$ cat config.mk
export PLATFORM = sky130hd
export DESIGN_NAME = base_timer
export DESIGN_NICKNAME = d
export VERILOG_FILES = /design/src/base_timer_pkg.sv /design/src/count_tick_if.sv /design/src/count_prescaler.sv /design/src/base_timer.sv
export SDC_FILE = /design/constraint.sdc
export NUM_CORES = 1
export LEC_CHECK = 0
export BUFFER_PORTS_ARGS = -buffer_cell sky130_fd_sc_hd__buf_2
export CELL_PAD_IN_SITES_DETAIL_PLACEMENT = 1
export CELL_PAD_IN_SITES_GLOBAL_PLACEMENT = 2
export CORE_MARGIN = 2
export CORE_UTILIZATION = 33
export DETAILED_ROUTE_END_ITERATION = 6
export GPL_TIMING_DRIVEN = 0
export PLACE_DENSITY_LB_ADDON = 0.1
export SLEW_MARGIN = 20
export SYNTH_ARGS = -nofsm -noshare
export SYNTH_HDL_FRONTEND = slang
export SYNTH_SLANG_ARGS = --single-unit
$ cat constraint.sdc
create_clock -name i_core_clk -period 3.5 [get_ports i_core_clk]
set_clock_uncertainty 0.1 [all_clocks]
set_input_delay 0.175 -clock i_core_clk [delete_from_list [all_inputs] [get_ports i_core_clk]]
set_output_delay 0.175 -clock i_core_clk [all_outputs]
set_load 0.01 [all_outputs]
$ cat src/base_timer_pkg.sv
package base_timer_pkg;
    localparam int ADDR_W = 4;
    localparam logic [ADDR_W-1:0] OFF_CONTROL = 4'h0;
    localparam logic [ADDR_W-1:0] OFF_COMMAND = 4'h4;
    localparam logic [ADDR_W-1:0] OFF_PERIOD = 4'h8;
    localparam logic [ADDR_W-1:0] OFF_COUNTER = 4'hC;
    // Control register fields.
    localparam int CTL_DIV_LSB = 0;
    localparam int CTL_PRE_BIT = 3;
    localparam int CTL_ALIGN_BIT = 4;
    localparam int CTL_SSHOT_BIT = 5;
    localparam int CTL_SRC_LSB = 6;
    localparam int CTL_START_LSB = 8;
    localparam int CTL_RUN_BIT = 16;
    localparam int CTL_DIR_BIT = 17;
    localparam int CTL_STE_BIT = 18;
    // Command register bits, write-only, read as zero.
    localparam int CMD_RUN_SET = 0;
    localparam int CMD_RUN_CLR = 1;
    localparam int CMD_CNT_CLR = 2;
    localparam int CMD_STE_SET = 3;
    localparam int CMD_STE_CLR = 4;
    localparam int CMD_STEP = 5;
    localparam int PRE_EXTRA_SHIFT = 8;
    localparam logic [15:0] PERIOD_RESET = 16'h0000;
    localparam logic [15:0] ONE_VALUE = 16'h0001;
    typedef enum logic [1:0] {
        SRC_TIMER = 2'b00,
        SRC_SOFT = 2'b01,
        SRC_RISE = 2'b10,
        SRC_FALL = 2'b11
    } count_source_t;
    typedef enum logic [1:0] {
        START_NONE = 2'b00,
        START_RISE = 2'b01,
        START_FALL = 2'b10,
        START_BOTH = 2'b11
    } start_edge_t;
endpackage

$ cat src/count_tick_if.sv
`timescale 1ns/1ps
interface count_tick_if;
    logic run_flag;
    logic [2:0] clock_divide_select;
    logic extra_prescale_enable;
    logic tick;
    modport source (input run_flag, input clock_divide_select, input extra_prescale_enable,
        output tick);
    modport sink (output run_flag, output clock_divide_select, output extra_prescale_enable,
        input tick);
endinterface

$ cat src/count_prescaler.sv
`timescale 1ns/1ps
module count_prescaler (
    input wire logic i_core_clk,
    input wire logic i_rst_n,
    count_tick_if.source tk
);
    import base_timer_pkg::*;
    logic [14:0] div_count;
    logic [4:0] shift;
    logic [14:0] limit;
    logic at_limit;
    assign shift = {2'b00, tk.clock_divide_select}
        + (tk.extra_prescale_enable ? 5'(PRE_EXTRA_SHIFT) : 5'd0);
    assign limit = 15'((16'h0001 << shift) - 16'h0001);
    assign at_limit = (div_count == limit);
    always_ff @(posedge i_core_clk or negedge i_rst_n) begin
        if (!i_rst_n) begin
            div_count <= 15'h0000;
        end else if (!tk.run_flag || at_limit) begin
            div_count <= 15'h0000;
        end else begin
            div_count <= div_count + 15'h0001;
        end
    end
    assign tk.tick = tk.run_flag && at_limit;
endmodule

$ cat src/base_timer.sv
// Register access over Avalon-MM and the register offsets are this design's own decisions.
`timescale 1ns/1ps
module base_timer #(
    parameter int CNT_W = 16
) (
    input wire logic i_core_clk,
    input wire logic i_rst_n,
    input wire logic [base_timer_pkg::ADDR_W-1:0] i_address,
    input wire logic i_read,
    input wire logic i_write,
    input wire logic [31:0] i_writedata,
    input wire logic [3:0] i_byteenable,
    input wire logic i_external_timer_input,
    input wire logic i_deadtime_idle,
    output logic [31:0] o_readdata,
    output logic o_waitrequest,
    output logic o_period_match,
    output logic o_zero_match,
    output logic o_one_match,
    output logic o_count_direction_flag,
    output logic o_run_flag,
    output logic o_shadow_transfer_strobe,
    output logic o_count_enable
);
    import base_timer_pkg::*;
    // Only a 16-bit counter is built, so any other width stops elaboration.
    if (CNT_W != 16) begin : g_width_check
        $error("base_timer supports a 16-bit counter only");
    end

    count_tick_if tk ();
    count_prescaler u_pre (.i_core_clk(i_core_clk), .i_rst_n(i_rst_n), .tk(tk));

    logic [15:0] main_pwm_counter;
    logic [15:0] period_register;
    logic [15:0] period_shadow;
    logic [2:0] clock_divide_select;
    logic extra_prescale_enable;
    logic alignment_mode_bit;
    logic single_shot_bit;
    logic [1:0] count_source_select;
    logic [1:0] external_start_edge_select;
    logic run_flag;
    logic count_direction_flag;
    logic shadow_transfer_enable;
    logic ext_sync_a, ext_sync_b, ext_prev;

    assign tk.run_flag = run_flag;
    assign tk.clock_divide_select = clock_divide_select;
    assign tk.extra_prescale_enable = extra_prescale_enable;

    // Bus decode: one wait cycle; a write lands at the edge where waitrequest is low.
    wire access = (i_read || i_write) && o_waitrequest;
    wire wr = i_write && !o_waitrequest;
    wire wr_ctl = wr && (i_address == OFF_CONTROL);
    wire wr_cmd = wr && (i_address == OFF_COMMAND) && i_byteenable[0];
    wire wr_per = wr && (i_address == OFF_PERIOD);
    wire wr_cnt = wr && (i_address == OFF_COUNTER);
    wire cmd_run_set = wr_cmd && i_writedata[CMD_RUN_SET];
    wire cmd_run_clr = wr_cmd && i_writedata[CMD_RUN_CLR];
    wire cmd_cnt_clr = wr_cmd && i_writedata[CMD_CNT_CLR];
    wire cmd_ste_set = wr_cmd && i_writedata[CMD_STE_SET];
    wire cmd_ste_clr = wr_cmd && i_writedata[CMD_STE_CLR];
    wire cmd_step = wr_cmd && i_writedata[CMD_STEP];

    wire ext_rise = ext_sync_b && !ext_prev;
    wire ext_fall = !ext_sync_b && ext_prev;

    logic src_tick;
    always_comb begin
        unique case (count_source_t'(count_source_select))
            SRC_TIMER: src_tick = tk.tick;
            SRC_SOFT: src_tick = run_flag && cmd_step;
            SRC_RISE: src_tick = run_flag && ext_rise;
            SRC_FALL: src_tick = run_flag && ext_fall;
        endcase
    end
    wire step = src_tick;

    logic ext_start;
    always_comb begin
        unique case (start_edge_t'(external_start_edge_select))
            START_NONE: ext_start = 1'b0;
            START_RISE: ext_start = ext_rise;
            START_FALL: ext_start = ext_fall;
            START_BOTH: ext_start = ext_rise || ext_fall;
        endcase
    end

    wire pm = (main_pwm_counter == period_register);
    wire zm = (main_pwm_counter == 16'h0000);
    wire om = (main_pwm_counter == ONE_VALUE);

    // Edge mode wraps after the period; center mode steps by direction.
    // A direction left over from center mode must not make edge mode count down.
    wire [15:0] next_counter = (!alignment_mode_bit && pm) ? 16'h0000 :
        ((alignment_mode_bit && count_direction_flag) ? main_pwm_counter - 16'h0001 :
        main_pwm_counter + 16'h0001);
    wire next_dir = !alignment_mode_bit ? 1'b0 :
        (!count_direction_flag && pm) ? 1'b1 :
        (count_direction_flag && om) ? 1'b0 : count_direction_flag;
    // Period end: edge wrap, or center count-down reaching zero.
    wire period_end = step && (alignment_mode_bit ?
        (count_direction_flag && om) : pm);
    // Transfer fires at period end or while stopped, only when enabled.
    wire st = shadow_transfer_enable && (period_end || !run_flag);

    always_ff @(posedge i_core_clk or negedge i_rst_n) begin
        if (!i_rst_n) begin
            ext_sync_a <= 1'b0;
            ext_sync_b <= 1'b0;
            ext_prev <= 1'b0;
        end else begin
            ext_sync_a <= i_external_timer_input;
            ext_sync_b <= ext_sync_a;
            ext_prev <= ext_sync_b;
        end
    end

    always_ff @(posedge i_core_clk or negedge i_rst_n) begin
        if (!i_rst_n) begin
            clock_divide_select <= 3'b000;
            extra_prescale_enable <= 1'b0;
            alignment_mode_bit <= 1'b0;
            single_shot_bit <= 1'b0;
            count_source_select <= 2'b00;
            external_start_edge_select <= 2'b00;
        end else begin
            if (wr_ctl && i_byteenable[0]) begin
                clock_divide_select <= i_writedata[CTL_DIV_LSB +: 3];
                extra_prescale_enable <= i_writedata[CTL_PRE_BIT];
                alignment_mode_bit <= i_writedata[CTL_ALIGN_BIT];
                single_shot_bit <= i_writedata[CTL_SSHOT_BIT];
                count_source_select <= i_writedata[CTL_SRC_LSB +: 2];
            end
            if (wr_ctl && i_byteenable[1]) begin
                external_start_edge_select <= i_writedata[CTL_START_LSB +: 2];
            end
        end
    end

    always_ff @(posedge i_core_clk or negedge i_rst_n) begin
        if (!i_rst_n) begin
            run_flag <= 1'b0;
        end else if (cmd_run_set || ext_start) begin
            run_flag <= 1'b1;
        end else if (cmd_run_clr || (single_shot_bit && period_end)) begin
            run_flag <= 1'b0;
        end
    end

    always_ff @(posedge i_core_clk or negedge i_rst_n) begin
        if (!i_rst_n) begin
            shadow_transfer_enable <= 1'b0;
        end else if (cmd_ste_set) begin
            shadow_transfer_enable <= 1'b1;
        end else if (cmd_ste_clr || st) begin
            shadow_transfer_enable <= 1'b0;
        end
    end

    always_ff @(posedge i_core_clk or negedge i_rst_n) begin
        if (!i_rst_n) begin
            period_shadow <= PERIOD_RESET;
            period_register <= PERIOD_RESET;
        end else begin
            if (wr_per) begin
                period_shadow <= i_writedata[15:0];
            end
            if (st) begin
                period_register <= period_shadow;
            end
        end
    end

    always_ff @(posedge i_core_clk or negedge i_rst_n) begin
        if (!i_rst_n) begin
            main_pwm_counter <= 16'h0000;
            count_direction_flag <= 1'b0;
        end else if (cmd_cnt_clr) begin
            main_pwm_counter <= 16'h0000;
        end else if (wr_cnt && !run_flag && i_deadtime_idle) begin
            main_pwm_counter <= i_writedata[15:0];
        end else if (step) begin
            main_pwm_counter <= next_counter;
            count_direction_flag <= next_dir;
        end else if (!alignment_mode_bit) begin
            count_direction_flag <= 1'b0;
        end
    end

    logic [31:0] rd_mux;
    always_comb begin
        rd_mux = 32'h00000000;
        unique case (i_address)
            OFF_CONTROL: begin
                rd_mux[CTL_DIV_LSB +: 3] = clock_divide_select;
                rd_mux[CTL_PRE_BIT] = extra_prescale_enable;
                rd_mux[CTL_ALIGN_BIT] = alignment_mode_bit;
                rd_mux[CTL_SSHOT_BIT] = single_shot_bit;
                rd_mux[CTL_SRC_LSB +: 2] = count_source_select;
                rd_mux[CTL_START_LSB +: 2] = external_start_edge_select;
                rd_mux[CTL_RUN_BIT] = run_flag;
                rd_mux[CTL_DIR_BIT] = count_direction_flag;
                rd_mux[CTL_STE_BIT] = shadow_transfer_enable;
            end
            OFF_PERIOD: rd_mux[15:0] = period_register;
            OFF_COUNTER: rd_mux[15:0] = main_pwm_counter;
            default: rd_mux = 32'h00000000;
        endcase
    end

    always_ff @(posedge i_core_clk or negedge i_rst_n) begin
        if (!i_rst_n) begin
            o_waitrequest <= 1'b1;
            o_readdata <= 32'h00000000;
        end else begin
            o_waitrequest <= !access;
            if (access && i_read) begin
                o_readdata <= rd_mux;
            end
        end
    end

    always_ff @(posedge i_core_clk or negedge i_rst_n) begin
        if (!i_rst_n) begin
            o_period_match <= 1'b0;
            o_zero_match <= 1'b1;
            o_one_match <= 1'b0;
            o_count_direction_flag <= 1'b0;
            o_run_flag <= 1'b0;
            o_shadow_transfer_strobe <= 1'b0;
            o_count_enable <= 1'b0;
        end else begin
            o_period_match <= pm;
            o_zero_match <= zm;
            o_one_match <= om;
            o_count_direction_flag <= count_direction_flag;
            o_run_flag <= run_flag;
            o_shadow_transfer_strobe <= st;
            o_count_enable <= step;
        end
    end
endmodule

==> reports/qor.csv <==
metric;value;unit
Max Cap Viol;0;
Ports;86;
Worst slew margin;24.6;%
Synth Flop Type;dfrtp_1;
Crit path required time;3.65;ns
Synth Register Bits;106;
Mapped Area;6300;sq um
vias in the first global route;5674;
Lkg Pwr;3.46;nW
initial antenna violation count;0;
via density per instance;5.51;
Worst R2R Path Depth;15;
GP Congestion;0.890;
CP max-delay cell;dfrtp_1;
RR Endpoint;period_register[6];
ANT nets after route;0;
EDFF count, synth;0;
mux cell area share after synthesis;9.06;%
Critical Path Source;extra_prescale_enable;
CTS Sinks;106;
Final Max Tran Viols;0;
Pwr Total;4.20;mW
Syn. warnings;0;
Tcrit/Tclk final;97.7;%
share of cells above drive strength 1;26.2;%
CTS tree;built;
WHS Path Cells;3;
Avg Synthesized Cell Area;9.56;sq um
GRT Residual Overflow;0;
largest net degree at the start of global routing;60;
Critical Path Sink Type;register;
Total Wirelength;21400;um
Worst-Skew Late Latency;0.37;ns
gr usage total;21.4;%
Worst Setup EP;period_register[6];
Final Net Count;824;
post-synthesis simple-gate area fraction;19.1;%
starting density of the core;33.7;%
first-pass GRT wire length;33000;um
Finished Layout Cells;1009;
status;completed;
Yosys cell types;80;
Worst EP arrival;3.57;ns
RSZ-0062 raised after global routing;true;
Num CTS Buffers;9;
Synth-to-Final Area Change;23.3;%
Tmin final;3.42;ns
Worst Hold Class;in -> reg;
PortBufs;54;
placed cell count;960;
row cnt;50;
DIE AREA;20200;sq um
xor and xnor area share after synthesis;4.73;%
H-Tree Depth;3;
critical path class;reg -> reg;
ys async rst share;100;%
worst-path fanout max;10;
pre-CTS setup slack;-0.480;ns
maximum clock frequency;292;MHz
core area;18700;sq um
via count;5564;
Hold WS;0.00704;ns
commonest non-fill, non-tap cells in the layout;dfrtp_1, nand2_1, buf_2;
P per Cell Area;541;nW/um^2
reg-to-reg slack, setup;0.08;ns
drt pass-1 iters;5;
Final Hold Viols;0;
Compound-Gate Fraction of Synth Area;16.9;%
sequential fraction of the synthesis area;42.2;%
diode count;0;
drt wl/cell;21.2;um
setup violation total in the final timing report;0;
Die Y;142;um
die width;142;um
largest family of logic cells by synthesized area;simple AND/OR/NAND/NOR gates;
CP startpoint kind;register;
DRC marker count from the first detailed-route iteration;321;
Tightest Pin Transition;1.13;ns
DP HPWL;15300;um
clock-pin slew on the worst setup and hold paths;0.08;ns
CTS root buffer;clkbuf_16;
DRC viols;0;
adder-cell share of the synthesized area;1.59;%
commonest non-fill, non-tap cell in the layout;dfrtp_1;
Clock Path Buffers;2;
worst vdd ir;317;uV
post-synthesis cell count;659;
CP max stage delay;0.39;ns
final worst setup slack;0.0805;ns
cells along the critical path;buf_6 -> buf_8 -> nor3_4 -> nand2_2 -> ha_4 -> clkbuf_4 -> xnor2_2 -> a31oi_1 -> a211o_1 -> a211oi_4 -> and3_4 -> a41o_1 -> buf_6 -> buf_8 -> mux2_4;
r2r startpoint;extra_prescale_enable;
-- worst max-delay path: cells and delay by family (launching register included) --
kind / cells / cell delay (ns)
AO/OA/AOI/OAI: 4 / 0.82
adder cells (fa/ha/maj): 1 / 0.20
buffers and inverters: 5 / 0.77
XOR/XNOR: 1 / 0.21
multiplexers: 1 / 0.30
AND/OR/NAND/NOR: 3 / 0.49
flip-flops: 1 / 0.39
-- cells in the mapped netlist, drive strengths merged (17+ instances only) --
cell type | count | area (sq um)
clkbuf | 35 | 134
nor2 | 40 | 150
xnor2 | 27 | 236
and3 | 19 | 119
inv | 21 | 78.8
o21ai | 38 | 190
mux2 | 48 | 541
nand2 | 60 | 225
a22oi | 17 | 128
buf | 27 | 185
nand3 | 22 | 110
a21oi | 20 | 100
dfrtp | 104 | 2600
-- per-stage QoR --
step           instance area [sq um]  util, %  TNS (ns)
3_5_place_dp                    6950     37.2    -12.41
2_1_floorplan                   6350        -         0
4_1_cts                         7560     40.4         0
5_1_grt                         7770     41.5    -0.119
6_report                        7770     41.5         0
3_3_place_gp                    6910     36.9    -12.84
-- power breakdown --
group          switching [mW]  internal [mW]  leakage (nW)
sequential              0.175           1.40          1.35
clock                   0.534          0.499         0.139
combinational           0.885          0.709          1.97
total                    1.59           2.61          3.46
-- layer usage --
metal  GRT usage [%]  share of wire, %
met3            2.25               3.1
met4            6.21               1.4
met1            30.0                49
met5               0                 0
met2            35.0                47
-- how the worst min path moves through the flow --
stage,startpoint,to,slack [ns]
floorplan,i_rst_n,alignment_mode_bit,-0.22
global placement,i_external_timer_input,ext_sync_a,0.19
detailed placement,i_rst_n,o_readdata[11],0.04
CTS,i_writedata[5],single_shot_bit,0.004
global route,i_writedata[8],period_shadow[8],0.02
finish,i_writedata[7],count_source_select[1],0.007
-- what timing repair did --
action / CTS / global route
resized for setup: 34 / 27
hold buffers: 11 / 0
setup buffers: 10 / 14
pin swaps: 9 / 10
gates cloned: 1 / 0
endpoints found under the setup margin: 47 / 41
hold endpoints to repair: 58 / 0
-- sequential cells by signal, summed over array words and instances (netlist names), 2 cells and up --
name,count
clock_divide_select,3
main_pwm_counter,16
count_source_select,2
u_pre.div_count,15
external_start_edge_select,2
o_readdata,19
period_register,16
period_shadow,16
-- logic make-up (layout without fill, tap and decap cells) --
| kind of cell | after synthesis | after routing |
|---|---|---|
| other | 1 | 13 |
| DFF | 106 | 106 |
| AOI/OAI and AO/OA | 150 | 150 |
| buffers and inverters | 83 | 187 |
| xor gates and xnor gates | 34 | 34 |
| muxes | 51 | 51 |
| adders and majority gates | 8 | 8 |
| and+or+nand+nor | 226 | 226 |
-- final cells by class --
cell class,count,area [sq um]
plain buffers,59,350
clock buffers,10,229
clock inverters,6,52.6
fillers,2160,10900
inverters,21,82.6
multi-input cells,482,3470
flip-flops and latches,106,2660
well taps,234,293
repair buffers,91,629
(Power assumes the default switching activity.)
